===== config.mk =====
export PLATFORM = sky130hd
export DESIGN_NAME = dsl_lamp_encoder
export DESIGN_NICKNAME = d
export VERILOG_FILES = /design/src/dsl_pkg.sv /design/src/dsl_flasher.sv /design/src/dsl_lamp_encoder.sv
export SDC_FILE = /design/constraint.sdc
export NUM_CORES = 1
export LEC_CHECK = 0
export BUFFER_PORTS_ARGS = -buffer_cell sky130_fd_sc_hd__buf_2
export CAP_MARGIN = 20
export CORE_MARGIN = 2
export CORE_UTILIZATION = 56
export CTS_CLUSTER_SIZE = 12
export DETAILED_ROUTE_END_ITERATION = 8
export GPL_ROUTABILITY_DRIVEN = 0
export GPL_TIMING_DRIVEN = 0
export PLACE_DENSITY = 0.87
export REMOVE_ABC_BUFFERS = 1
export SETUP_SLACK_MARGIN = 0.15
export SLEW_MARGIN = 20
export SYNTH_ARGS = -nofsm -noshare
export SYNTH_HDL_FRONTEND = slang
export SYNTH_HIERARCHICAL = 1
export SYNTH_SLANG_ARGS = --single-unit

===== constraint.sdc =====
create_clock -name clk_in -period 2.7 [get_ports clk_in]
set_clock_uncertainty 0.1 [all_clocks]
set_input_delay 0 -clock clk_in [delete_from_list [all_inputs] [get_ports clk_in]]
set_output_delay 0 -clock clk_in [all_outputs]
set_load 0.02 [all_outputs]

===== src/dsl_pkg.sv =====
// Purpose: shared constants and types of the drive status lamp encoder
// Assumes: 20 MHz logic clock, AXI4-Lite register access with 32-bit data
// Notes: flash times are free choices; the lamp patterns derive from them
package dsl_pkg;

    // ------------------------------------------------------------------
    // clock and flash timing
    // ------------------------------------------------------------------
    localparam int CLK_HZ = 20_000_000;
    localparam int MS_PER_S = 1000;
    localparam int CYC_PER_MS = CLK_HZ / MS_PER_S;
    localparam int SLOW_HALF_MS = 500;
    localparam int RAPID_HALF_MS = 100;
    localparam int SINGLE_ON_MS = 200;
    localparam int SINGLE_OFF_MS = 1000;
    localparam int SLOW_HALF_CYC = SLOW_HALF_MS * CYC_PER_MS;
    localparam int RAPID_HALF_CYC = RAPID_HALF_MS * CYC_PER_MS;
    localparam int SINGLE_ON_CYC = SINGLE_ON_MS * CYC_PER_MS;
    localparam int SINGLE_OFF_CYC = SINGLE_OFF_MS * CYC_PER_MS;

    // ------------------------------------------------------------------
    // register map
    // ------------------------------------------------------------------
    localparam int ADDR_W = 4;
    localparam int DATA_W = 32;
    localparam logic [ADDR_W-1:0] ADDR_CTRL = 4'h0;
    localparam logic [ADDR_W-1:0] ADDR_STATUS = 4'h4;
    localparam int CTRL_SEL_LSB = 0;
    localparam int CTRL_SEL_MSB = 1;
    localparam int CTRL_STAGE_BIT = 2;
    localparam logic [2:0] CTRL_RESET = 3'h0;
    localparam int ST_OK_BIT = 0;
    localparam int ST_FAULT_BIT = 1;
    localparam int ST_STAGE_BIT = 2;
    localparam int ST_DRV_LSB = 4;
    localparam int ST_BUS_LSB = 6;
    localparam int ST_BFLT_LSB = 8;
    localparam int ST_SEL_LSB = 10;
    localparam logic [1:0] RESP_OKAY = 2'h0;
    localparam logic [1:0] RESP_SLVERR = 2'h2;

    // ------------------------------------------------------------------
    // encodings
    // ------------------------------------------------------------------
    typedef enum logic [1:0] {
        BUS_CANOPEN = 2'h0,
        BUS_ETHERCAT = 2'h1,
        BUS_PROFINET = 2'h2,
        BUS_NONE = 2'h3
    } dsl_bus_sel_t;

    typedef enum logic [1:0] {
        CAN_INIT = 2'h0,
        CAN_PREOP = 2'h1,
        CAN_OP = 2'h2,
        CAN_STOPPED = 2'h3
    } dsl_can_state_t;

    typedef enum logic [2:0] {
        ECAT_INIT = 3'h0,
        ECAT_PREOP = 3'h1,
        ECAT_SAFEOP = 3'h2,
        ECAT_OP = 3'h3,
        ECAT_BOOT = 3'h4
    } dsl_ecat_state_t;

    typedef enum logic [2:0] {
        PAT_OFF = 3'h0,
        PAT_STEADY = 3'h1,
        PAT_SLOW = 3'h2,
        PAT_RAPID = 3'h3,
        PAT_SINGLE = 3'h4
    } dsl_pat_t;

    typedef struct packed {
        logic red;
        logic green;
    } dsl_lamp_t;

    typedef struct packed {
        logic ok;
        logic fault;
    } dsl_drive_t;

    typedef struct packed {
        dsl_can_state_t can_state;
        logic can_fault;
        dsl_ecat_state_t ecat_state;
        logic ecat_fault;
        logic pn_ready;
        logic pn_connected;
        logic pn_io_active;
    } dsl_fieldbus_t;

endpackage : dsl_pkg


===== src/dsl_flasher.sv =====
// Purpose: free-running on/off phase generator for one flash pattern
// Assumes: both phase lengths are at least one cycle
// Notes: phase_out is registered, reset low, and follows the on phase of count from the first edge
`timescale 1ns/1ps
module dsl_flasher #(
    parameter int HIGH_CYC = 2,
    parameter int LOW_CYC = 2
) (
    input wire logic clk_in,
    input wire logic rst_n_in,
    output logic phase_out
);
    localparam int TOTAL = HIGH_CYC + LOW_CYC;
    localparam int CNT_W = $clog2(TOTAL);
    localparam logic [CNT_W-1:0] LAST = CNT_W'(TOTAL - 1);
    localparam logic [CNT_W-1:0] HIGH_END = CNT_W'(HIGH_CYC);

    logic [CNT_W-1:0] count;
    logic [CNT_W-1:0] next_count;

    // ------------------------------------------------------------------
    // parameter check
    // ------------------------------------------------------------------
    if (HIGH_CYC < 1 || LOW_CYC < 1)
    begin : g_bad
        $error("dsl_flasher: phase lengths must be at least one cycle");
    end

    // ------------------------------------------------------------------
    // period counter
    // ------------------------------------------------------------------
    always_comb
    begin
        if (count == LAST)
        begin
            next_count = '0;
        end
        else
        begin
            next_count = count + CNT_W'(1);
        end
    end

    always_ff @(posedge clk_in or negedge rst_n_in)
    begin
        if (!rst_n_in)
        begin
            count <= '0;
        end
        else
        begin
            count <= next_count;
        end
    end

    always_ff @(posedge clk_in or negedge rst_n_in)
    begin
        if (!rst_n_in)
        begin
            phase_out <= 1'b0;
        end
        else
        begin
            phase_out <= (next_count < HIGH_END);
        end
    end

endmodule : dsl_flasher


===== src/dsl_lamp_encoder.sv =====
// Purpose: encode drive and fieldbus state onto three bicolour lamps
// Assumes: state inputs synchronous to clk_in; bus select set before use
// Notes: AXI4-Lite slave holds control and a read-only status word
//
// Operation
// - drive three green/red lamps: drive status, bus status, bus fault.
// - drive lamp flashes green when healthy and output stage disabled.
// - drive lamp steady green when healthy and output stage enabled.
// - drive lamp flashes red on fault; output stage forced disabled.
// - drive lamp dark when unpowered or defective, and off after reset.
// - CANopen pre-operational: bus status lamp flashes green rapidly.
// - CANopen operational: bus status lamp steady green.
// - CANopen stopped: bus status lamp flashes green slowly.
// - EtherCAT init: bus status lamp dark.
// - EtherCAT pre-operational: bus status lamp flashes green slowly.
// - EtherCAT safe-operational: bus status lamp gives repeated single flashes.
// - EtherCAT operational: bus status lamp steady green.
// - EtherCAT bootstrap: bus status lamp flashes green rapidly.
// - PROFINET: status lamp dark until ready, then flashes green.
// - CANopen/EtherCAT: fault lamp dark when healthy, red when defective.
// - PROFINET fault lamp: dark active, red no link, flashing red idle.
//
// Decided for this implementation: the register addresses and the AXI4-Lite register port.
`timescale 1ns/1ps
module dsl_lamp_encoder #(
    parameter int SLOW_HALF_CYC = dsl_pkg::SLOW_HALF_CYC,
    parameter int RAPID_HALF_CYC = dsl_pkg::RAPID_HALF_CYC,
    parameter int SINGLE_ON_CYC = dsl_pkg::SINGLE_ON_CYC,
    parameter int SINGLE_OFF_CYC = dsl_pkg::SINGLE_OFF_CYC
) (
    input wire logic clk_in,
    input wire logic rst_n_in,
    input wire dsl_pkg::dsl_drive_t drive_in,
    input wire dsl_pkg::dsl_fieldbus_t fieldbus_in,
    input wire logic [dsl_pkg::ADDR_W-1:0] s_axi_awaddr_in,
    input wire logic s_axi_awvalid_in,
    output logic s_axi_awready_out,
    input wire logic [dsl_pkg::DATA_W-1:0] s_axi_wdata_in,
    input wire logic [3:0] s_axi_wstrb_in,
    input wire logic s_axi_wvalid_in,
    output logic s_axi_wready_out,
    output logic [1:0] s_axi_bresp_out,
    output logic s_axi_bvalid_out,
    input wire logic s_axi_bready_in,
    input wire logic [dsl_pkg::ADDR_W-1:0] s_axi_araddr_in,
    input wire logic s_axi_arvalid_in,
    output logic s_axi_arready_out,
    output logic [dsl_pkg::DATA_W-1:0] s_axi_rdata_out,
    output logic [1:0] s_axi_rresp_out,
    output logic s_axi_rvalid_out,
    input wire logic s_axi_rready_in,
    output logic stage_enable_out,
    output dsl_pkg::dsl_lamp_t drive_status_lamp_out,
    output dsl_pkg::dsl_lamp_t bus_status_lamp_out,
    output dsl_pkg::dsl_lamp_t bus_fault_lamp_out
);

    // ------------------------------------------------------------------
    // parameter check
    // ------------------------------------------------------------------
    if (RAPID_HALF_CYC < 1 || RAPID_HALF_CYC >= SLOW_HALF_CYC)
    begin : g_bad_rate
        $error("dsl_lamp_encoder: rapid flash must be faster than slow");
    end

    // ------------------------------------------------------------------
    // declarations
    // ------------------------------------------------------------------
    typedef enum logic [1:0] {
        WR_IDLE = 2'b01,
        WR_RESP = 2'b10
    } dsl_wr_state_t;

    typedef enum logic [1:0] {
        RD_IDLE = 2'b01,
        RD_DATA = 2'b10
    } dsl_rd_state_t;

    dsl_wr_state_t wr_state;
    dsl_wr_state_t next_wr_state;
    dsl_rd_state_t rd_state;
    dsl_rd_state_t next_rd_state;
    logic aw_got;
    logic w_got;
    logic next_aw_got;
    logic next_w_got;
    logic aw_take;
    logic w_take;
    logic wr_commit;
    logic [dsl_pkg::ADDR_W-1:0] wr_addr;
    logic [dsl_pkg::DATA_W-1:0] wr_data;
    logic [3:0] wr_strb;
    logic [2:0] ctrl;
    dsl_pkg::dsl_bus_sel_t bus_sel;
    logic stage_req;
    logic slow_phase;
    logic rapid_phase;
    logic single_phase;
    dsl_pkg::dsl_pat_t drv_pat;
    dsl_pkg::dsl_pat_t bus_pat;
    dsl_pkg::dsl_pat_t flt_pat;
    logic drv_red;
    logic flt_on;
    logic drv_on;
    logic bus_on;
    logic [dsl_pkg::DATA_W-1:0] status_word;

    function automatic logic pat_on(input dsl_pkg::dsl_pat_t pat);
        case (pat)
            dsl_pkg::PAT_STEADY: pat_on = 1'b1;
            dsl_pkg::PAT_SLOW: pat_on = slow_phase;
            dsl_pkg::PAT_RAPID: pat_on = rapid_phase;
            dsl_pkg::PAT_SINGLE: pat_on = single_phase;
            default: pat_on = 1'b0;
        endcase
    endfunction : pat_on

    // ------------------------------------------------------------------
    // flash timebases
    // ------------------------------------------------------------------
    dsl_flasher #(.HIGH_CYC(SLOW_HALF_CYC), .LOW_CYC(SLOW_HALF_CYC)) u_slow (
        .clk_in(clk_in),
        .rst_n_in(rst_n_in),
        .phase_out(slow_phase)
    );

    dsl_flasher #(.HIGH_CYC(RAPID_HALF_CYC), .LOW_CYC(RAPID_HALF_CYC)) u_rapid (
        .clk_in(clk_in),
        .rst_n_in(rst_n_in),
        .phase_out(rapid_phase)
    );

    dsl_flasher #(.HIGH_CYC(SINGLE_ON_CYC), .LOW_CYC(SINGLE_OFF_CYC)) u_single (
        .clk_in(clk_in),
        .rst_n_in(rst_n_in),
        .phase_out(single_phase)
    );

    // ------------------------------------------------------------------
    // write channel
    // ------------------------------------------------------------------
    assign aw_take = s_axi_awvalid_in && s_axi_awready_out;
    assign w_take = s_axi_wvalid_in && s_axi_wready_out;
    assign wr_commit = (wr_state == WR_IDLE) && aw_got && w_got;

    always_comb
    begin
        next_wr_state = wr_state;
        next_aw_got = aw_got || aw_take;
        next_w_got = w_got || w_take;
        case (wr_state)
            WR_IDLE:
            begin
                if (wr_commit)
                begin
                    next_wr_state = WR_RESP;
                    next_aw_got = 1'b0;
                    next_w_got = 1'b0;
                end
            end
            WR_RESP:
            begin
                if (s_axi_bready_in)
                begin
                    next_wr_state = WR_IDLE;
                end
            end
            default:
            begin
                next_wr_state = WR_IDLE;
            end
        endcase
    end

    always_ff @(posedge clk_in or negedge rst_n_in)
    begin
        if (!rst_n_in)
        begin
            wr_state <= WR_IDLE;
            aw_got <= 1'b0;
            w_got <= 1'b0;
            s_axi_awready_out <= 1'b0;
            s_axi_wready_out <= 1'b0;
            s_axi_bvalid_out <= 1'b0;
        end
        else
        begin
            wr_state <= next_wr_state;
            aw_got <= next_aw_got;
            w_got <= next_w_got;
            s_axi_awready_out <= (next_wr_state == WR_IDLE) && !next_aw_got;
            s_axi_wready_out <= (next_wr_state == WR_IDLE) && !next_w_got;
            s_axi_bvalid_out <= (next_wr_state == WR_RESP);
        end
    end

    always_ff @(posedge clk_in or negedge rst_n_in)
    begin
        if (!rst_n_in)
        begin
            wr_addr <= '0;
            wr_data <= '0;
            wr_strb <= '0;
        end
        else
        begin
            if (aw_take)
            begin
                wr_addr <= s_axi_awaddr_in;
            end
            if (w_take)
            begin
                wr_data <= s_axi_wdata_in;
                wr_strb <= s_axi_wstrb_in;
            end
        end
    end

    always_ff @(posedge clk_in or negedge rst_n_in)
    begin
        if (!rst_n_in)
        begin
            s_axi_bresp_out <= dsl_pkg::RESP_OKAY;
        end
        else if (wr_commit)
        begin
            if (wr_addr == dsl_pkg::ADDR_CTRL || wr_addr == dsl_pkg::ADDR_STATUS)
            begin
                s_axi_bresp_out <= dsl_pkg::RESP_OKAY;
            end
            else
            begin
                s_axi_bresp_out <= dsl_pkg::RESP_SLVERR;
            end
        end
    end

    // ------------------------------------------------------------------
    // control register
    // ------------------------------------------------------------------
    // select is meant to be static; changing it live just swaps tables
    always_ff @(posedge clk_in or negedge rst_n_in)
    begin
        if (!rst_n_in)
        begin
            ctrl <= dsl_pkg::CTRL_RESET;
        end
        else if (wr_commit && wr_addr == dsl_pkg::ADDR_CTRL && wr_strb[0])
        begin
            ctrl <= wr_data[2:0];
        end
    end

    assign bus_sel = dsl_pkg::dsl_bus_sel_t'(ctrl[dsl_pkg::CTRL_SEL_MSB:dsl_pkg::CTRL_SEL_LSB]);
    assign stage_req = ctrl[dsl_pkg::CTRL_STAGE_BIT];

    // ------------------------------------------------------------------
    // read channel
    // ------------------------------------------------------------------
    always_comb
    begin
        status_word = '0;
        status_word[dsl_pkg::ST_OK_BIT] = drive_in.ok;
        status_word[dsl_pkg::ST_FAULT_BIT] = drive_in.fault;
        status_word[dsl_pkg::ST_STAGE_BIT] = stage_enable_out;
        status_word[dsl_pkg::ST_DRV_LSB +: 2] = drive_status_lamp_out;
        status_word[dsl_pkg::ST_BUS_LSB +: 2] = bus_status_lamp_out;
        status_word[dsl_pkg::ST_BFLT_LSB +: 2] = bus_fault_lamp_out;
        status_word[dsl_pkg::ST_SEL_LSB +: 2] = bus_sel;
    end

    always_comb
    begin
        next_rd_state = rd_state;
        case (rd_state)
            RD_IDLE:
            begin
                if (s_axi_arvalid_in && s_axi_arready_out)
                begin
                    next_rd_state = RD_DATA;
                end
            end
            RD_DATA:
            begin
                if (s_axi_rready_in)
                begin
                    next_rd_state = RD_IDLE;
                end
            end
            default:
            begin
                next_rd_state = RD_IDLE;
            end
        endcase
    end

    always_ff @(posedge clk_in or negedge rst_n_in)
    begin
        if (!rst_n_in)
        begin
            rd_state <= RD_IDLE;
            s_axi_arready_out <= 1'b0;
            s_axi_rvalid_out <= 1'b0;
        end
        else
        begin
            rd_state <= next_rd_state;
            s_axi_arready_out <= (next_rd_state == RD_IDLE);
            s_axi_rvalid_out <= (next_rd_state == RD_DATA);
        end
    end

    always_ff @(posedge clk_in or negedge rst_n_in)
    begin
        if (!rst_n_in)
        begin
            s_axi_rdata_out <= '0;
            s_axi_rresp_out <= dsl_pkg::RESP_OKAY;
        end
        else if (s_axi_arvalid_in && s_axi_arready_out)
        begin
            s_axi_rresp_out <= dsl_pkg::RESP_OKAY;
            if (s_axi_araddr_in == dsl_pkg::ADDR_CTRL)
            begin
                s_axi_rdata_out <= {29'h0, ctrl};
            end
            else if (s_axi_araddr_in == dsl_pkg::ADDR_STATUS)
            begin
                s_axi_rdata_out <= status_word;
            end
            else
            begin
                s_axi_rdata_out <= '0;
                s_axi_rresp_out <= dsl_pkg::RESP_SLVERR;
            end
        end
    end

    // ------------------------------------------------------------------
    // output stage gate
    // ------------------------------------------------------------------
    always_ff @(posedge clk_in or negedge rst_n_in)
    begin
        if (!rst_n_in)
        begin
            stage_enable_out <= 1'b0;
        end
        else
        begin
            stage_enable_out <= stage_req && drive_in.ok && !drive_in.fault;
        end
    end

    // ------------------------------------------------------------------
    // pattern tables
    // ------------------------------------------------------------------
    always_comb
    begin
        drv_red = 1'b0;
        drv_pat = dsl_pkg::PAT_OFF;
        if (drive_in.fault)
        begin
            drv_red = 1'b1;
            drv_pat = dsl_pkg::PAT_SLOW;
        end
        else if (drive_in.ok && stage_enable_out)
        begin
            drv_pat = dsl_pkg::PAT_STEADY;
        end
        else if (drive_in.ok)
        begin
            drv_pat = dsl_pkg::PAT_SLOW;
        end
    end

    always_comb
    begin
        bus_pat = dsl_pkg::PAT_OFF;
        flt_pat = dsl_pkg::PAT_OFF;
        case (bus_sel)
            dsl_pkg::BUS_CANOPEN:
            begin
                case (fieldbus_in.can_state)
                    dsl_pkg::CAN_PREOP: bus_pat = dsl_pkg::PAT_RAPID;
                    dsl_pkg::CAN_OP: bus_pat = dsl_pkg::PAT_STEADY;
                    dsl_pkg::CAN_STOPPED: bus_pat = dsl_pkg::PAT_SLOW;
                    default: bus_pat = dsl_pkg::PAT_OFF;
                endcase
                if (fieldbus_in.can_fault)
                begin
                    flt_pat = dsl_pkg::PAT_STEADY;
                end
            end
            dsl_pkg::BUS_ETHERCAT:
            begin
                case (fieldbus_in.ecat_state)
                    dsl_pkg::ECAT_INIT: bus_pat = dsl_pkg::PAT_OFF;
                    dsl_pkg::ECAT_PREOP: bus_pat = dsl_pkg::PAT_SLOW;
                    dsl_pkg::ECAT_SAFEOP: bus_pat = dsl_pkg::PAT_SINGLE;
                    dsl_pkg::ECAT_OP: bus_pat = dsl_pkg::PAT_STEADY;
                    dsl_pkg::ECAT_BOOT: bus_pat = dsl_pkg::PAT_RAPID;
                    default: bus_pat = dsl_pkg::PAT_OFF;
                endcase
                if (fieldbus_in.ecat_fault)
                begin
                    flt_pat = dsl_pkg::PAT_STEADY;
                end
            end
            dsl_pkg::BUS_PROFINET:
            begin
                if (fieldbus_in.pn_ready)
                begin
                    bus_pat = dsl_pkg::PAT_SLOW;
                end
                if (!fieldbus_in.pn_connected)
                begin
                    flt_pat = dsl_pkg::PAT_STEADY;
                end
                else if (!fieldbus_in.pn_io_active)
                begin
                    flt_pat = dsl_pkg::PAT_SLOW;
                end
            end
            default:
            begin
                bus_pat = dsl_pkg::PAT_OFF;
            end
        endcase
    end

    always_comb
    begin
        drv_on = pat_on(drv_pat);
        bus_on = pat_on(bus_pat);
        flt_on = pat_on(flt_pat);
    end

    // ------------------------------------------------------------------
    // lamp drivers
    // ------------------------------------------------------------------
    always_ff @(posedge clk_in or negedge rst_n_in)
    begin
        if (!rst_n_in)
        begin
            drive_status_lamp_out <= '0;
            bus_status_lamp_out <= '0;
            bus_fault_lamp_out <= '0;
        end
        else
        begin
            // one colour at a time; red and green never lit together
            drive_status_lamp_out.red <= drv_red && drv_on;
            drive_status_lamp_out.green <= !drv_red && drv_on;
            bus_status_lamp_out.red <= 1'b0;
            bus_status_lamp_out.green <= bus_on;
            bus_fault_lamp_out.red <= flt_on;
            bus_fault_lamp_out.green <= 1'b0;
        end
    end

endmodule : dsl_lamp_encoder


==> flow_summary_export.csv, run 1 <==
group,metric,value,unit
synthesis,synthFlopType,"dfrtp_1",
synthesis,yosys_warnings,6,
power,p_seq_frac,0.363,
floorplanning,initial_core_util,0.569,
floorplanning,ioPinCount,111,
sta,min_period,2.48,ns
layout,num-fill-cells,676,
power,switchingPower,1590,µW
setup_path,slowest_stage,"dlygate4sd3_1",
clocking,clkTransAtPathRegs,0.06,ns
synthesis,synth_seq_cells,113,
synthesis,ys_types,83,
sta,final-setup-viol-count,0,
sta,final.setup.worst_slack,0.217,ns
synthesis,synth-edff-count,0,
sta,worst_slew_pin_slew,0.715,ns
floorplanning,row_count,38,
routing,drc,0,
clocking,numClockSinks,113,
setup_path,cp.required,3.07,ns
synthesis,ys_seq_area_frac,0.463,
synthesis,syn-instance-count,587,
layout,nets,761,
clocking,root_buffer,"clkbuf_8",
routing,first_pass_iters,7,
layout,antennaDiodeCount,0,
global_route,grt_pass1_wl,25100,µm
synthesis,ys_top_cells_by_area,"dfrtp_1 (45%), xnor2_1 (4.6%), xor2_1 (4.2%)",
layout,stdcell_area,7500,µm²
hold_path,worstHoldPathCells,3,
setup_path,r2r-start,"ctrl[0]",
sta,finalHoldViolCount,0,
power,power_density,767,nW/µm²
floorplanning,die_area,11800,µm²
synthesis,yosysTopAreaCellShare,0.455,
placed_design,place_ws,-0.132,ns
setup_path,worstPathCellList,"nand2b_2, nor4b_4, dlygate4sd3_1, a32oi_1, dlygate4sd3_1, nand2b_1",
setup_path,cp_max_fo,8,
floorplanning,fp.coreArea,10700,µm²
layout,post-route-util,0.698,
floorplanning,die_w,108,µm
setup_path,rrSetupSlack,0.22,ns
placed_design,dp_hpwl,8460,µm
routing,viasPerCell,6.17,
setup_path,path_delay_family,"buffers and inverters",
layout,synthToLayoutAreaGrowth,22.8,%
hold_path,hp-start,"drive_in[0]",
setup_path,critical_path_buf_inv_count,2,
sta,maxSlewViolCount,0,
power,power_frac_comb,0.203,
synthesis,syn_avg_cell_area,10.4,µm²
synthesis,yosysTopAreaCell,"dfrtp_1",
routing,drt_iter0_markers,575,
setup_path,crit_path_frequent_cell,"dlygate4sd3_1",
hold_path,worstHoldEndpoint,"drive_status_lamp_out[1]",
layout,multi_input_area,3000,µm²
power,p_sw_frac,0.277,
setup_path,rr_worst_depth,6,
routing,drt-total-wl,16000,µm
power,power.leakage,0.00341,µW
global_route,grt_max_degree,86,
placed_design,io_buffers,51,
run,drv_cap,0,
routing,ant_nets,0,
global_route,grtUsageTotal,0.277,
power,intPower,4160,µW
sta,timing.hold.ws,0.213,ns
routing,vias,5179,
clocking,htree_levels,4,
global_route,grt_pass1_vias,5092,
clocking,clock_latency,0.54,ns
setup_path,r2r-end,"bus_status_lamp_out[0]",
sta,rsz0062_at_grt,"false",
sta,finalCritPeriodShare,0.919,
power,peakVddDrop,0.608,mV
setup_path,critPathMaxStageDelay,0.60,ns
routing,wl_per_cell,19.1,µm
clocking,cts_made_buffers,17,
run_status,status,"complete, no violations",
synthesis,async_flop_share,1.00,
layout,final-seq-area,2830,µm²
power,p_clk_frac,0.434,
setup_path,crit_type,"register to register",
setup_path,start_kind,"register",
clocking,cts_max_path_buffers,2,
setup_path,cp.arrival,2.85,ns
layout,drive_gt1_frac,0.209,
floorplanning,die_y,108,µm
global_route,antenna_found_initial,0,
clocking,cts_tree,"built",
setup_path,critPathCaptureType,"register",
synthesis,syn_area,6110,µm²
placed_design,dpl_cell_area,6330,µm²
global_route,gr-total-overflow,0,
sta,max_freq,403,MHz
hold_path,hold_path_class,"input pin to register",
sta,max-slew-margin-rel,0.519,
## registers in the layout, indices dropped and copies added, names as in the netlist, 2 cells and up
name	flops
u_rapid/count	22
wr_addr	4
s_axi_rdata_out	9
wr_state	2
wr_data	3
drive_status_lamp_out	2
u_slow/count	25
u_single/count	25
rd_state	2
ctrl	3
## cell usage after synthesis (8+ instances only)
master   number
mux2_2       13
buf_4        29
xor2_1       29
o21ai_0       8
ha_1         10
nand3_1      27
and3_1        8
a21oi_1      15
xnor2_1      32
nor3_1       16
inv_1        21
dfrtp_1     111
nand4_1      20
nand2_1      35
nor4_1       13
nor2_1       63
## worst register-to-register path, cell delays in order (launching register included)
cell,delay [ns]
dfrtp_1,0.53
nand2b_2,0.16
nor4b_4,0.27
dlygate4sd3_1,0.59
a32oi_1,0.07
dlygate4sd3_1,0.60
nand2b_1,0.09
## cells by family after synthesis
group           synth area share
compound gates            0.0854
buf+inv                   0.0709
xor+xnor                  0.0874
simple gates               0.241
flops                      0.463
other cells             0.000614
mux                       0.0305
fa+ha+maj                 0.0205
## routing by layer
layer	routed length, µm	vias to the layer above	GRT usage
met3	995	101	0.0681
met1	6060	2522	0.314
met2	8100	312	0.491
met4	872	0	0.127
met5	0	-	0
li1	-	2244	-
## timing repair
action	in CTS	in global routing
pin swaps	1	1
hold buffers	41	0
endpoints found under the hold margin	147	0
buffers inserted	3	3
cloned	0	0
gates resized for setup	1	10
setup endpoints to repair	1	2
## power by group through the flow
stage / Combinational, µW / Clock [µW] / Sequential, µW
2_1_floorplan: 506 / 0 / 2140
3_3_place_gp: 786 / 0 / 2070
3_5_place_dp: 854 / 0 / 2090
4_1_cts: 1040 / 2490 / 2070
5_1_grt: 1260 / 2580 / 2090
6_report: 1170 / 2500 / 2090
## placed cells by master, fill, tap and decap left out, types with 15 or more instances in the layout
cell type,count
nand3_1,27
inv_1,21
nor3_1,16
xnor2_1,32
dlygate4sd3_1,40
nand2_1,35
buf_2,50
nand4_1,20
nor2_1,63
dfrtp_1,110
a21oi_1,15
clkbuf_16,16
conb_1,27
xor2_1,28
## metrics by stage
stage / power [µW] / std cells / setup TNS [ns]
after floorplan: 2640 / 569 / 0
after global placement: 2860 / 760 / -2.37
after detailed placement: 2950 / 762 / -0.132
after CTS: 5590 / 836 / 0
after global routing: 5940 / 839 / 0
final: 5750 / 839 / 0
## layout make-up
cell class	count	share of cell area
clock buffer	20	0.0594
sequential	113	0.377
tap	140	0.0233
clock inverter	10	0.0277
timing repair buffer	100	0.102
multi-input combinational	435	0.400
inverter	21	0.0105
## worst max path at each step
stage | startpoint | cells past startpoint | endpoint
floorplan | u_rapid/count[0] | 7 | u_rapid/phase_out
global placement | u_rapid/count[0] | 7 | u_rapid/phase_out
detailed placement | u_slow/count[0] | 8 | u_slow/phase_out
CTS | ctrl[1] | 6 | bus_status_lamp_out[0]
global route | u_slow/count[0] | 8 | u_slow/phase_out
finish | ctrl[0] | 6 | bus_status_lamp_out[0]
Power figures use the tool's default switching activity.
==> run 2: changes to the inputs <==
- CORE_UTILIZATION: 56 -> 35
- PLACE_DENSITY: 0.87 -> 0.61
==> run 2 against run 1 <==
Die area up 58%. Total power down 4.8%. Critical path depth rose by 2. First-iteration DRC count fell by 44%. Combinational power decreased by 16%. Sequential power about the same. Via count decreased by 11%. Largest cell class unchanged. Hold slack got worse by 0.18 ns. Sequential share of layout area rose by 0.059 points. Highest routed layer unchanged. Design area is 0.20% lower.
==> flow_summary_export.csv, run 2 (same netlist as run 1, synthesis figures left out) <==
group,metric,value,unit
routing,ant_nets,0,
layout,drive_gt1_frac,0.199,
setup_path,critPathCaptureType,"register",
hold_path,hold_path_class,"input pin to asynchronous set/reset pin",
sta,rsz0062_at_grt,"false",
sta,max-slew-margin-rel,0.576,
setup_path,r2r-start,"u_slow/count[0]",
power,power,5480,µW
layout,num-fill-cells,1618,
layout,nets,753,
power,power_density,731,nW/µm²
placed_design,io_buffers,51,
clocking,root_buffer,"clkbuf_16",
sta,worst_slew_pin_slew,0.636,ns
layout,top_regs,"u_single/count x25, u_slow/count x25, u_rapid/count x22",
power,peakVddDrop,0.496,mV
run,drv_cap,0,
clocking,numClockSinks,113,
global_route,grt_max_degree,60,
clocking,cts_max_path_buffers,2,
setup_path,crit_type,"register to register",
floorplanning,row_count,48,
layout,post-route-util,0.436,
setup_path,cp.required,2.95,ns
setup_path,cp_max_fo,6,
routing,drc,0,
placed_design,dpl_cell_area,6430,µm²
routing,vias,4635,
sta,finalHoldViolCount,0,
routing,viasPerCell,5.05,
setup_path,slowest_stage,"dfrtp_1",
routing,drt_iter0_markers,323,
layout,antennaDiodeCount,0,
sta,maxSlewViolCount,0,
clocking,cts_tree,"built",
sta,timing.hold.ws,0.0376,ns
setup_path,start_kind,"register",
global_route,grt_pass1_wl,21700,µm
floorplanning,die_area,18500,µm²
routing,first_pass_iters,4,
clocking,clkTransAtPathRegs,0.06,ns
layout,stdcell_count,918,
floorplanning,ioPinCount,111,
sta,final-setup-viol-count,0,
setup_path,rrSetupSlack,0.29,ns
clocking,clock_latency,0.41,ns
global_route,antenna_found_initial,0,
setup_path,cp.arrival,2.65,ns
placed_design,place_inst,847,
routing,wl_per_cell,13.8,µm
global_route,grt_pass1_vias,4648,
layout,stdcell_area,7490,µm²
floorplanning,die_y,136,µm
layout,layout_commonest_cell,"dfrtp_1",
floorplanning,fp.coreArea,17200,µm²
sta,finalCritPeriodShare,0.891,
clocking,cts_made_buffers,17,
floorplanning,initial_core_util,0.356,
clocking,htree_levels,4,
layout,synthToLayoutAreaGrowth,22.5,%
layout,most-common-layout-cells,"dfrtp_1 (111), nor2_1 (63), buf_2 (51)",
setup_path,rr_worst_depth,8,
sta,min_period,2.41,ns
placed_design,dp_hpwl,8760,µm
setup_path,worstPathCellList,"ha_2, and4_1, and4bb_4, xor2_1, nor4_1, a211o_1, a22oi_2, o21a_1",
routing,drt-total-wl,12700,µm
floorplanning,die_w,136,µm
setup_path,r2r-end,"u_slow/phase_out",
power,power.leakage,0.00338,µW
global_route,gr-total-overflow,0,
run_status,status,"complete, no violations",
setup_path,critPathMaxStageDelay,0.43,ns
sta,max_freq,416,MHz
global_route,grtUsageTotal,0.145,
-- run 2: cell count changes in the layout (fill, tap and decap cells not counted), sizes merged --
cell / previous run / this run
bufinv: 6 / 5
clkinv: 1 / 6
clkbuf: 20 / 18
dlygate4sd3: 40 / 36
buf: 60 / 56
-- run 2: final cells by class --
cell class / count / area [µm²] / share of cell area
tap: 225 / 282 / 0.0376
multi-input combinational: 435 / 2980 / 0.398
clock buffer: 18 / 429 / 0.0573
inverter: 21 / 78.8 / 0.0105
clock inverter: 14 / 214 / 0.0286
sequential: 113 / 2830 / 0.378
timing repair buffer: 92 / 677 / 0.0904
-- run 2: where the power goes --
group / leakage, µW / total [µW] / switching [µW] / internal (µW)
clock network: 0.000306 / 2410 / 780 / 1630
registers: 0.00147 / 2080 / 164 / 1910
logic: 0.00161 / 988 / 515 / 473
total: 0.00338 / 5480 / 1460 / 4020
-- run 2: how the worst max path moves through the flow --
stage                                 start                  to  slack, ns  depth (start not counted)
after floorplan            u_rapid/count[0]   u_rapid/phase_out       0.21                          7
after global placement     u_rapid/count[0]   u_rapid/phase_out      -0.59                          7
after detailed placement    u_slow/count[0]    u_slow/phase_out      -0.25                          8
after CTS                  u_rapid/count[0]   u_rapid/phase_out       0.22                          8
after global routing      u_single/count[9]  u_single/phase_out       0.16                          5
final                       u_slow/count[0]    u_slow/phase_out       0.29                          8
-- run 2: repair_timing --
item | in CTS | in global routing
endpoints found under the hold margin | 141 | 0
endpoints found under the setup margin | 1 | 2
setup buffers | 3 | 0
resized for setup | 1 | 4
pin swaps | 1 | 0
hold buffers | 36 | 0
-- run 2: through the flow --
stage                     setup TNS [ns]  setup slack (ns)
after global placement             -4.70            -0.595
after floorplan                        0             0.212
after global routing                   0             0.159
after detailed placement          -0.251            -0.251
final                                  0             0.295
after CTS                              0             0.220
-- run 2: layer usage --
layer  part of all wire  vias up  track usage
met5                  0        -            0
met4              0.011        0       0.0567
met3              0.048       13       0.0380
met2               0.49      128        0.242
met1               0.45     2264        0.179
li1                   -     2230            -
-- run 2: critical path, delay by kind of cell, from the launching register on --
family          cells  cell delay, ns
fa+ha+maj           1            0.26
simple gates        3            0.73
xor+xnor            1            0.23
flops               1            0.43
compound gates      3            0.58
